## src/psm_pkg.sv

```systemverilog
// Constants, types and helper functions of the power-saving mode control block
package psm_pkg;

    ////////////////////////////////////////////////////////////////////////////
    // Register map
    localparam int REG_ADDR_W = 4;
    localparam logic [3:0] VOLTAGE_REGULATOR_CONTROL_ADDR = 4'h0;
    localparam logic [3:0] DOZE_IDLE_CONTROL_ADDR = 4'h1;

    // Regulator control field positions and reset values
    localparam int VREG_RSVD_BIT = 0;
    localparam int VREG_PM_BIT = 1;
    localparam logic VREG_PM_RESET = 1'b0;
    localparam logic VREG_RSVD_VALUE = 1'b1;

    // Doze and idle control field positions and reset value
    localparam int DOZE_RATIO_LSB = 0;
    localparam int DOZE_RATIO_MSB = 2;
    localparam int DOZE_DOE_BIT = 4;
    localparam int DOZE_ROI_BIT = 5;
    localparam int DOZE_EN_BIT = 6;
    localparam int DOZE_IDLE_BIT = 7;
    localparam logic [7:0] DOZE_IDLE_RESET = 8'h00;

    ////////////////////////////////////////////////////////////////////////////
    // Timing
    localparam int CLK_PERIOD_NS = 25;
    localparam int WAKE_STAB_TIME_NS = 5000;
    localparam int WAKE_STAB_CYC = (WAKE_STAB_TIME_NS + CLK_PERIOD_NS - 1) / CLK_PERIOD_NS;
    localparam int WAKE_CNT_W = 16;
    localparam int DOZE_CNT_W = 8;

    ////////////////////////////////////////////////////////////////////////////
    // Types
    typedef enum logic [1:0] {
        MODE_RUN,
        MODE_IDLE,
        MODE_SLEEP,
        MODE_WAKE
    } psm_mode_e;

    typedef struct packed {
        logic idle_on_sleep_select;
        logic slow_mode_enable;
        logic recover_on_interrupt;
        logic resume_slow_on_exit;
        logic unused3;
        logic [2:0] ratio;
    } psm_doze_s;

    typedef struct packed {
        logic regulator_power_mode_select;
    } psm_vreg_s;

    // Last count of one ratio period: period is 2 to the power of code plus one
    function automatic logic [DOZE_CNT_W-1:0] doze_last(input logic [2:0] ratio);
        logic [DOZE_CNT_W:0] period;
        period = 9'h002 << ratio;
        return DOZE_CNT_W'(period - 9'h001);
    endfunction : doze_last

endpackage : psm_pkg

```

## src/psm_power_ctrl.sv

```systemverilog
// Power-saving mode control: regulator mode, idle and sleep, doze throttling
module psm_power_ctrl #(
    parameter bit REGULATED = 1'b1,
    parameter int WAKE_DELAY_CYC = psm_pkg::WAKE_STAB_CYC
) (
    input wire logic MCLK_I,
    input wire logic RST_N_I,
    input wire logic [psm_pkg::REG_ADDR_W-1:0] REG_ADDR_I,
    input wire logic [7:0] REG_WDATA_I,
    input wire logic REG_WR_I,
    input wire logic REG_RD_I,
    output logic [7:0] REG_RDATA_O,
    input wire logic SLEEP_EXEC_I,
    input wire logic INT_PENDING_I,
    input wire logic ISR_ENTRY_I,
    input wire logic ISR_RETURN_I,
    input wire logic WDT_TIMEOUT_I,
    input wire logic CLKOUT_EN_N_I,
    output logic CPU_CLK_EN_O,
    output logic PFM_EN_O,
    output logic FOSC_EN_O,
    output logic FOSC4_EN_O,
    output logic PERIPH_CLK_EN_O,
    output logic REG_LOW_POWER_O,
    output logic WDT_RESET_BLOCK_O,
    output logic CLKOUT_RUN_O,
    output psm_pkg::psm_mode_e POWER_MODE_O
);

    if (WAKE_DELAY_CYC < 1 || WAKE_DELAY_CYC >= (1 << psm_pkg::WAKE_CNT_W)) begin : g_wake_delay_check
        $error("WAKE_DELAY_CYC out of range");
    end

    ////////////////////////////////////////////////////////////////////////////
    // Register file

    psm_pkg::psm_vreg_s vreg_d, vreg_q;
    psm_pkg::psm_doze_s doze_d, doze_q;
    logic [7:0] rdata_d, rdata_q;
    logic wr_vreg, wr_doze;
    logic idle_int_exit;

    assign wr_vreg = REG_WR_I && (REG_ADDR_I == psm_pkg::VOLTAGE_REGULATOR_CONTROL_ADDR);
    assign wr_doze = REG_WR_I && (REG_ADDR_I == psm_pkg::DOZE_IDLE_CONTROL_ADDR);

    always_comb begin
        vreg_d = vreg_q;
        if (wr_vreg && REGULATED) begin
            vreg_d.regulator_power_mode_select = REG_WDATA_I[psm_pkg::VREG_PM_BIT];
        end
    end

    always_comb begin
        doze_d = doze_q;
        if (wr_doze) begin
            doze_d.idle_on_sleep_select = REG_WDATA_I[psm_pkg::DOZE_IDLE_BIT];
            doze_d.slow_mode_enable = REG_WDATA_I[psm_pkg::DOZE_EN_BIT];
            doze_d.recover_on_interrupt = REG_WDATA_I[psm_pkg::DOZE_ROI_BIT];
            doze_d.resume_slow_on_exit = REG_WDATA_I[psm_pkg::DOZE_DOE_BIT];
            doze_d.ratio = REG_WDATA_I[psm_pkg::DOZE_RATIO_MSB:psm_pkg::DOZE_RATIO_LSB];
        end
        doze_d.unused3 = 1'b0;
        // Hardware updates follow the software write so that they win
        if (ISR_ENTRY_I) begin
            doze_d.resume_slow_on_exit = doze_q.slow_mode_enable;
            if (doze_q.recover_on_interrupt) begin
                doze_d.slow_mode_enable = 1'b0;
            end
        end
        if (ISR_RETURN_I && doze_q.resume_slow_on_exit) begin
            doze_d.slow_mode_enable = 1'b1;
        end
        if (idle_int_exit && doze_q.recover_on_interrupt && doze_q.slow_mode_enable) begin
            doze_d.slow_mode_enable = 1'b0;
        end
    end

    always_comb begin
        rdata_d = 8'h00;
        if (REG_RD_I) begin
            case (REG_ADDR_I)
                psm_pkg::VOLTAGE_REGULATOR_CONTROL_ADDR: begin
                    // Absent on unregulated parts, so the location reads zero
                    if (REGULATED) begin
                        rdata_d[psm_pkg::VREG_PM_BIT] = vreg_q.regulator_power_mode_select;
                        rdata_d[psm_pkg::VREG_RSVD_BIT] = psm_pkg::VREG_RSVD_VALUE;
                    end
                end
                psm_pkg::DOZE_IDLE_CONTROL_ADDR: begin
                    rdata_d = doze_q;
                end
                default: begin
                    rdata_d = 8'h00;
                end
            endcase
        end
    end

    always_ff @(posedge MCLK_I or negedge RST_N_I) begin
        if (!RST_N_I) begin
            vreg_q <= psm_pkg::VREG_PM_RESET;
            doze_q <= psm_pkg::DOZE_IDLE_RESET;
            rdata_q <= 8'h00;
        end else begin
            vreg_q <= vreg_d;
            doze_q <= doze_d;
            rdata_q <= rdata_d;
        end
    end

    assign REG_RDATA_O = rdata_q;

    ////////////////////////////////////////////////////////////////////////////
    // Power mode sequencer

    psm_pkg::psm_mode_e mode_d, mode_q;
    logic [psm_pkg::WAKE_CNT_W-1:0] wake_cnt_d, wake_cnt_q;
    logic wake_event;
    logic lp_sleep;
    logic need_delay;

    // Unregulated parts always sleep in the lowest power state
    assign lp_sleep = REGULATED ? vreg_q.regulator_power_mode_select : 1'b1;
    assign need_delay = REGULATED && vreg_q.regulator_power_mode_select;
    // Enabled interrupt request wakes regardless of the global enable
    assign wake_event = INT_PENDING_I || WDT_TIMEOUT_I;
    assign idle_int_exit = (mode_q == psm_pkg::MODE_IDLE) && INT_PENDING_I;

    always_comb begin
        mode_d = mode_q;
        wake_cnt_d = wake_cnt_q;
        case (mode_q)
            psm_pkg::MODE_RUN: begin
                // A pending interrupt turns the sleep instruction into a no-op
                if (SLEEP_EXEC_I && !INT_PENDING_I) begin
                    if (doze_q.idle_on_sleep_select) begin
                        mode_d = psm_pkg::MODE_IDLE;
                    end else begin
                        mode_d = psm_pkg::MODE_SLEEP;
                    end
                end
            end
            psm_pkg::MODE_IDLE: begin
                if (wake_event) begin
                    mode_d = psm_pkg::MODE_RUN;
                end
            end
            psm_pkg::MODE_SLEEP: begin
                if (wake_event) begin
                    if (need_delay) begin
                        mode_d = psm_pkg::MODE_WAKE;
                        wake_cnt_d = psm_pkg::WAKE_CNT_W'(WAKE_DELAY_CYC - 1);
                    end else begin
                        mode_d = psm_pkg::MODE_RUN;
                    end
                end
            end
            psm_pkg::MODE_WAKE: begin
                if (wake_cnt_q == '0) begin
                    mode_d = psm_pkg::MODE_RUN;
                end else begin
                    wake_cnt_d = wake_cnt_q - psm_pkg::WAKE_CNT_W'(1);
                end
            end
            default: begin
                mode_d = psm_pkg::MODE_RUN;
            end
        endcase
    end

    always_ff @(posedge MCLK_I or negedge RST_N_I) begin
        if (!RST_N_I) begin
            mode_q <= psm_pkg::MODE_RUN;
            wake_cnt_q <= '0;
        end else begin
            mode_q <= mode_d;
            wake_cnt_q <= wake_cnt_d;
        end
    end

    ////////////////////////////////////////////////////////////////////////////
    // Clock gating outputs

    logic doze_run;

    psm_doze_throttle u_throttle (
        .clk_i(MCLK_I),
        .rst_n_i(RST_N_I),
        .enable_i(doze_q.slow_mode_enable),
        .ratio_i(doze_q.ratio),
        .run_o(doze_run)
    );

    assign CPU_CLK_EN_O = (mode_q == psm_pkg::MODE_RUN) && doze_run;
    assign PFM_EN_O = (mode_q == psm_pkg::MODE_RUN) && doze_run;
    assign FOSC_EN_O = (mode_q != psm_pkg::MODE_SLEEP);
    assign FOSC4_EN_O = (mode_q != psm_pkg::MODE_SLEEP);
    assign PERIPH_CLK_EN_O = (mode_q != psm_pkg::MODE_SLEEP);
    assign REG_LOW_POWER_O = (mode_q == psm_pkg::MODE_SLEEP) && lp_sleep;
    assign WDT_RESET_BLOCK_O = (mode_q == psm_pkg::MODE_IDLE) || (mode_q == psm_pkg::MODE_SLEEP);
    assign CLKOUT_RUN_O = !CLKOUT_EN_N_I && (mode_q != psm_pkg::MODE_SLEEP);
    assign POWER_MODE_O = mode_q;
endmodule : psm_power_ctrl

```

## src/psm_doze_throttle.sv

```systemverilog
// Doze ratio counter that marks the CPU cycles allowed to run
module psm_doze_throttle (
    input wire logic clk_i,
    input wire logic rst_n_i,
    input wire logic enable_i,
    input wire logic [2:0] ratio_i,
    output logic run_o
);

    logic [psm_pkg::DOZE_CNT_W-1:0] cnt_d, cnt_q;
    logic en_d, en_q;
    logic [2:0] ratio_d, ratio_q;
    logic restart;
    logic [psm_pkg::DOZE_CNT_W-1:0] last;

    always_comb begin
        last = psm_pkg::doze_last(ratio_i);
        restart = (enable_i != en_q) || (ratio_i != ratio_q);
        en_d = enable_i;
        ratio_d = ratio_i;
        if (!enable_i) begin
            cnt_d = '0;
        end else if (restart) begin
            cnt_d = psm_pkg::DOZE_CNT_W'(1);
        end else if (cnt_q == last) begin
            cnt_d = '0;
        end else begin
            cnt_d = cnt_q + psm_pkg::DOZE_CNT_W'(1);
        end
        // Restart cycle is the first active cycle of the new period
        run_o = !enable_i || restart || (cnt_q == '0);
    end

    always_ff @(posedge clk_i or negedge rst_n_i) begin
        if (!rst_n_i) begin
            cnt_q <= '0;
            en_q <= 1'b0;
            ratio_q <= 3'h0;
        end else begin
            cnt_q <= cnt_d;
            en_q <= en_d;
            ratio_q <= ratio_d;
        end
    end
endmodule : psm_doze_throttle

```

## config.mk

```make
export PLATFORM = sky130hd
export DESIGN_NAME = psm_power_ctrl
export DESIGN_NICKNAME = d
export VERILOG_FILES = /design/src/psm_pkg.sv /design/src/psm_power_ctrl.sv /design/src/psm_doze_throttle.sv
export SDC_FILE = /design/constraint.sdc
export NUM_CORES = 1
export LEC_CHECK = 0
export ABC_AREA = 1
export BUFFER_PORTS_ARGS = -buffer_cell sky130_fd_sc_hd__buf_2
export CAP_MARGIN = 20
export CORE_MARGIN = 5
export CORE_UTILIZATION = 45
export CTS_BUF_LIST = sky130_fd_sc_hd__clkbuf_4
export DETAILED_ROUTE_END_ITERATION = 10
export GPL_TIMING_DRIVEN = 0
export PLACE_DENSITY = 0.68
export SYNTH_ARGS = -nofsm -noshare
export SYNTH_HDL_FRONTEND = slang
export SYNTH_SLANG_ARGS = --single-unit
```

## constraint.sdc

```tcl
create_clock -name MCLK_I -period 1.8 [get_ports MCLK_I]
set_input_delay 0.27 -clock MCLK_I [delete_from_list [all_inputs] [get_ports MCLK_I]]
set_output_delay 0.27 -clock MCLK_I [all_outputs]
set_load 0.005 [all_outputs]
```

# Word level (Yosys, flattened, before mapping)

Index checks and enable logic that the tools add are counted.

Register bits: 46
Input bits: 22

$add $sub $neg: 3
Equal/unequal tests: 14
Shifts and indexed selects: 1
Mux-type cells: 23
Reduce and logical (&&, ||, !) cells: 26

Operator list:

| operator                | count |
|---|---|
| $mux W16                | 3 |
| $mux W8                 | 4 |
| $pmux W16 S2            | 1 |
| $logic_not A16 Y1       | 1 |
| $sub A16 B1 Y16 const B | 1 |
| $ne A2 B2 Y1 const B    | 7 |
| $mux W2                 | 6 |
| $logic_and A1 B1 Y1     | 10 |
| $add A8 B1 Y8 const B   | 1 |
| $eq A8 B8 Y1            | 1 |
| $logic_not A8 Y1        | 1 |
| $pmux W2 S4             | 1 |
| $reduce_and A4 Y1       | 2 |
| $shl A2 B3 Y8 const A   | 1 |
| $sub A8 B1 Y8 const B   | 1 |
| $mux W6                 | 1 |
| $logic_or A1 B1 Y1      | 5 |
| $mux W1                 | 5 |
| $eq A2 B2 Y1 const B    | 2 |
| $eq A4 B1 Y1 const B    | 1 |
| $logic_not A4 Y1        | 1 |
| $pmux W2 S2             | 1 |
| $reduce_bool A2 Y1      | 2 |
| $logic_not A1 Y1        | 3 |
| 5 further kinds         | 5 |

# Depth between registers and ports, before layout

Depth in word-level cells: 7
Gate-level depth with buffers: 13
Mapped depth without buffers: 12

# By module

Synthesis repeated with hierarchy kept, for this count alone.

Cells, all modules: 424
Area, all modules: 2957.8 µm²

By module, submodules not included:

| module            | times used | cells an instance | area each (µm²) | seq. area each (µm²) |
|---|---|---|---|---|
| psm_power_ctrl    | 1          | 289               | 1993.2          | 825.8 |
| psm_doze_throttle | 1          | 135               | 964.7           | 300.3 |

# Worst setup path after synthesis

OpenSTA, ideal clock, no wires.

Path kind: register to register
From: reg doze_q[1] (netlist name)
To: reg u_throttle.cnt_q[1] (netlist name)
Library setup time: 117 ps
Arrival: 1651 ps
Data required time: 1683 ps
Path slack: 32 ps
Cell stages (with the launch flop): 14
Buffers on the path: 1
Period minus slack after synthesis: 1768 ps
Path through: dfrtp_1 buf_2 nor2_1 nand2_1 ha_1 inv_1 nand2_1 nand2_1 nor2_1 nand3_1 nor2_1 nand3_1 nand2_1 nor2_1

Word-level cells in the longest chain between the ends: 6
Elaborated cells between the ends (all ways): 8
Those cells by class: add/sub: 1; eq/ne: 2; shift: 1; mux: 3; reduce/logical: 1

RTL lines:

| element                             | line                    | source |
|---|---|---|
| from (decl)                         | psm_power_ctrl.sv:38    | `psm_pkg::psm_doze_s doze_d, doze_q;` |
| from (signal assigned)              | psm_power_ctrl.sv:102   | `doze_q <= psm_pkg::DOZE_IDLE_RESET;` |
| from (signal assigned)              | psm_power_ctrl.sv:106   | `doze_q <= doze_d;` |
| $shl A2 B3 Y8                       | psm_pkg.sv:58           | `period = 9'h002 << ratio;` |
| $sub A8 B1 Y8                       | psm_pkg.sv:59           | `return DOZE_CNT_W'(period - 9'h001);` |
| $eq A8 B8 Y1                        | psm_doze_throttle.sv:25 | `end else if (cnt_q == last) begin` |
| $mux W8                             | psm_doze_throttle.sv:25 |  |
| $mux W8 (*)                         | psm_doze_throttle.sv:23 | `end else if (restart) begin` |
| $mux W8 (*)                         | psm_doze_throttle.sv:21 | `if (!enable_i) begin` |
| named net u_throttle.cnt_d, one bit | psm_doze_throttle.sv:10 | `logic [psm_pkg::DOZE_CNT_W-1:0] cnt_d, cnt_q;` |
| to (signal assigned)                | psm_doze_throttle.sv:40 | `cnt_q <= cnt_d;` |
| to (decl)                           | psm_doze_throttle.sv:10 |  |

The timed path passes the listed nets; every way through them passes the cells marked *.
A chain may end at the register's enable or synchronous reset.

# Worst setup path in the final report

From: reg doze_q[2] (netlist name)
To: out PFM_EN_O

Word-level cells in the longest chain between the ends: 5

RTL lines:

| element                          | line                    | source |
|---|---|---|
| $ne A3 B3 Y1                     | psm_doze_throttle.sv:18 | `restart = (enable_i != en_q) \|\| (ratio_i != ratio_q);` |
| $logic_or A1 B1 Y1               | psm_doze_throttle.sv:18 |  |
| $logic_or A1 B1 Y1 (2 in series) | psm_doze_throttle.sv:31 | `run_o = !enable_i \|\| restart \|\| (cnt_q == '0);` |
| $logic_and A1 B1 Y1              | psm_power_ctrl.sv:195   | `assign PFM_EN_O = (mode_q == psm_pkg::MODE_RUN) && doze_run;` |
| to (decl)                        | psm_power_ctrl.sv:20    | `output logic PFM_EN_O,` |

No other way between the ends.

==> metrics.yaml <==
status: "complete, but fails checks"
violations: "negative setup slack"
rows: 28
critical_path_class: "flip-flop to output pin"
yosysWarnings: 0
avgSynthCellArea_um2: 7.09
leakage_uw: 0.00188
drv_slew: 0
core_um2: 5920
start_util_pct: 46.2
grt_antenna_before_repair: 0
cp.required_ns: 1.53
fmax_ghz: 0.492
drive_gt1_share_pct: 27.5
htreeDepth: 2
tritoncts: "built"
cp_max_fo: 2
via_per_inst: 4.84
io_buffers: 37
gr-total-overflow: 0
synth_fp_nets: 416
start_kind: "flip-flop"
ant_nets: 0
vias: 2634
dp_cells: 498
finalNetCount: 498
regToRegStartpoint: "doze_q[2]"
nFillCells: 536
drt_iter0_drc: 90
hold_path.class: "input pin to flip-flop"
globalplace.congestion: 0.871
finalSetupViolations: 9
die_area_um2: 7740
grt_use_total_pct: 17.3
die_w_um: 88.0
drc: 0
final.setup.tns_ns: -1.23
finalHoldViolCount: 0
syn_area_um2: 2740
ir_drop_v: 0.000652
end_kind: "output pin"
cp_common_cell: "buf_6"
multiInputGateArea_um2: 1450
stdcell_count: 544
grt_max_degree: 46
fin_total_pwr_uw: 4300
cts_root_buf: "clkbuf_4"
place_hpwl_um: 4270
grt_pass1_wl_um: 10600
clkLatencyLatePin_ns: 0.36
grt_pass1_vias: 2374
clk_pin_slew_ns: 0.14
seq_area_frac_synth_pct: 41.2
pin_count: 40
cts_made_buffers: 5
drv_cap: 0
synthCells: 386
crit_arrival_ns: 1.76
area_delta_synth_final_pct: 29.2
drt_first_pass_iters: 4
rsz0062_at_grt: "yes"
post_drt_wl_per_cell_um: 12.2
numClockSinks: 45
antenna_cells: 0
worst_path_max_delay_cell: "dfrtp_1"
fin_crit_ns: 2.03
fin_worst_skew_ns: 0.0124
fin_crit_sh_pct: 113
routed_wirelength_um: 6630
clockBufferDepth: 2
critPathMaxStageDelay_ns: 0.43
seq_area_um2: 1130
ys_types: 29
powerDensity_nw_per_um2: 1220
synth_seq_cells: 45
fin_ws_ns: -0.231
min_from: "ISR_ENTRY_I"
whs_ns: 0.0707
critPathLaunch: "doze_q[2]"
die_h_um: 88.0
crit_chain: "buf_6 -> xor2_2 -> nor2_2 -> nand3_2 -> o21a_1 -> buf_4 -> buf_6"
flip-flops by register name (all words and copies together) (netlist names):
register and flops:
doze_q 7, u_throttle.ratio_q 3, REG_RDATA_O 7, lp_sleep 1, wake_cnt_q 16, u_throttle.cnt_q 8, u_throttle.en_q 1, POWER_MODE_O 2
critical path: cells and delay by family (launching register included):
kind,cells,cell delay (ns)
flip-flops,1,0.43
buffers and inverters,3,0.38
AND/OR/NAND/NOR,2,0.24
AO/OA/AOI/OAI,1,0.21
XOR/XNOR,1,0.14
path summary, 6_finish.rpt:
| kind | cells past startpoint | end | slack (ns) |
|---|---|---|---|
| setup reg to reg | 14 | u_throttle.cnt_q[1] | -0.16 |
| min in group asynchronous | 2 | wake_cnt_q[4] | 0.36 |
| max in group asynchronous | 3 | doze_q[6] | 0.94 |
| hold reg to reg | 0 | u_throttle.ratio_q[2] | 0.44 |
| setup / recovery | 7 | PFM_EN_O | -0.23 |
| hold / removal | 2 | doze_q[4] | 0.07 |
where the power goes:
group	switching [uW]	leakage [uW]	total, uW	internal (uW)
sequential	198	0.000579	1400	1200
combinational	1200	0.00126	2260	1060
clock	350	0.0000414	644	294
cell usage after synthesis:
cell type | number | area [um^2]
a21boi_1 | 1 | 7.51
a21oi_1 | 8 | 40.0
buf_2 | 2 | 10.0
buf_4 | 6 | 45.0
buf_8 | 1 | 15.0
clkbuf_1 | 2 | 7.51
conb_1 | 1 | 3.75
dfrtp_1 | 45 | 1130
ha_1 | 8 | 100
inv_1 | 48 | 180
inv_2 | 1 | 3.75
nand2_1 | 118 | 443
nand2_4 | 3 | 33.8
nand3_1 | 29 | 145
nand3_2 | 1 | 10.0
nand4_1 | 4 | 25.0
nor2_1 | 63 | 236
nor2_2 | 1 | 6.26
nor3_1 | 5 | 25.0
nor3b_1 | 1 | 7.51
o21a_1 | 1 | 7.51
o21ai_0 | 16 | 80.1
o21ai_1 | 1 | 5.00
o21ai_4 | 1 | 16.3
o22ai_1 | 1 | 6.26
o32ai_1 | 1 | 8.76
or2_2 | 3 | 18.8
xnor2_1 | 1 | 8.76
xor2_1 | 13 | 114
cell usage in the layout, fill, tap and decap left out, types with 2 or more instances in the layout:
master,n
a21oi_1,8
nand2_4,3
clkbuf_4,5
o21ai_0,16
or2_2,3
nand4_1,4
dfrtp_1,42
nor2_2,4
nand2_2,5
ha_4,2
buf_2,36
xor2_1,12
dfrtp_2,3
nor3_1,4
inv_2,5
buf_6,4
nor2_1,59
inv_1,42
buf_4,41
ha_1,5
nand2_1,113
nand3_1,26
nand3_2,3
repair_timing:
item / 4_1_cts / 5_1_grt
buffers inserted: 21 / 19
pin swaps: 5 / 22
hold endpoints to repair: 0 / 16
gates resized for setup: 24 / 19
hold buffers: 0 / 1
setup endpoints to repair: 19 / 25
cell families (layout without fill, tap and decap cells):
family | count (synthesis) | after routing | synth area share [%]
AND/OR/NAND/NOR | 228 | 228 | 34.8
buffers and inverters | 60 | 143 | 9.56
flip-flops | 45 | 45 | 41.2
AO/OA/AOI/OAI | 30 | 30 | 6.26
XOR/XNOR | 14 | 14 | 4.48
adder cells (fa/ha/maj) | 8 | 8 | 3.66
other | 1 | 1 | 0.137
layer usage:
layer | track usage, % | vias up | share of wire [%]
met3 | 3.76 | 4 | 3.5
met4 | 4.18 | 0 | 0.65
met5 | 0 | - | 0
met2 | 31.4 | 50 | 52
li1 | - | 1351 | -
met1 | 20.7 | 1229 | 44
stage by stage:
stage | instance area (um^2) | worst slack, ns | util (%)
3_3_place_gp | 3020 | -0.283 | 50.9
4_1_cts | 3330 | -0.231 | 56.3
6_report | 3540 | -0.231 | 59.7
5_1_grt | 3540 | -0.325 | 59.7
3_5_place_dp | 3020 | -0.254 | 50.9
2_1_floorplan | 2740 | 0.0323 | -
cell type report:
type                    count  share of cell area (%)
clock buffers               5                    1.06
well taps                  75                    2.65
plain buffers              10                    2.26
repair buffers             76                    14.3
clock inverters             3                    1.31
inverters                  49                    5.41
multi-input cells         281                    41.0
flip-flops and latches     45                    32.0
Note: power is estimated with default switching activity, not from simulation.
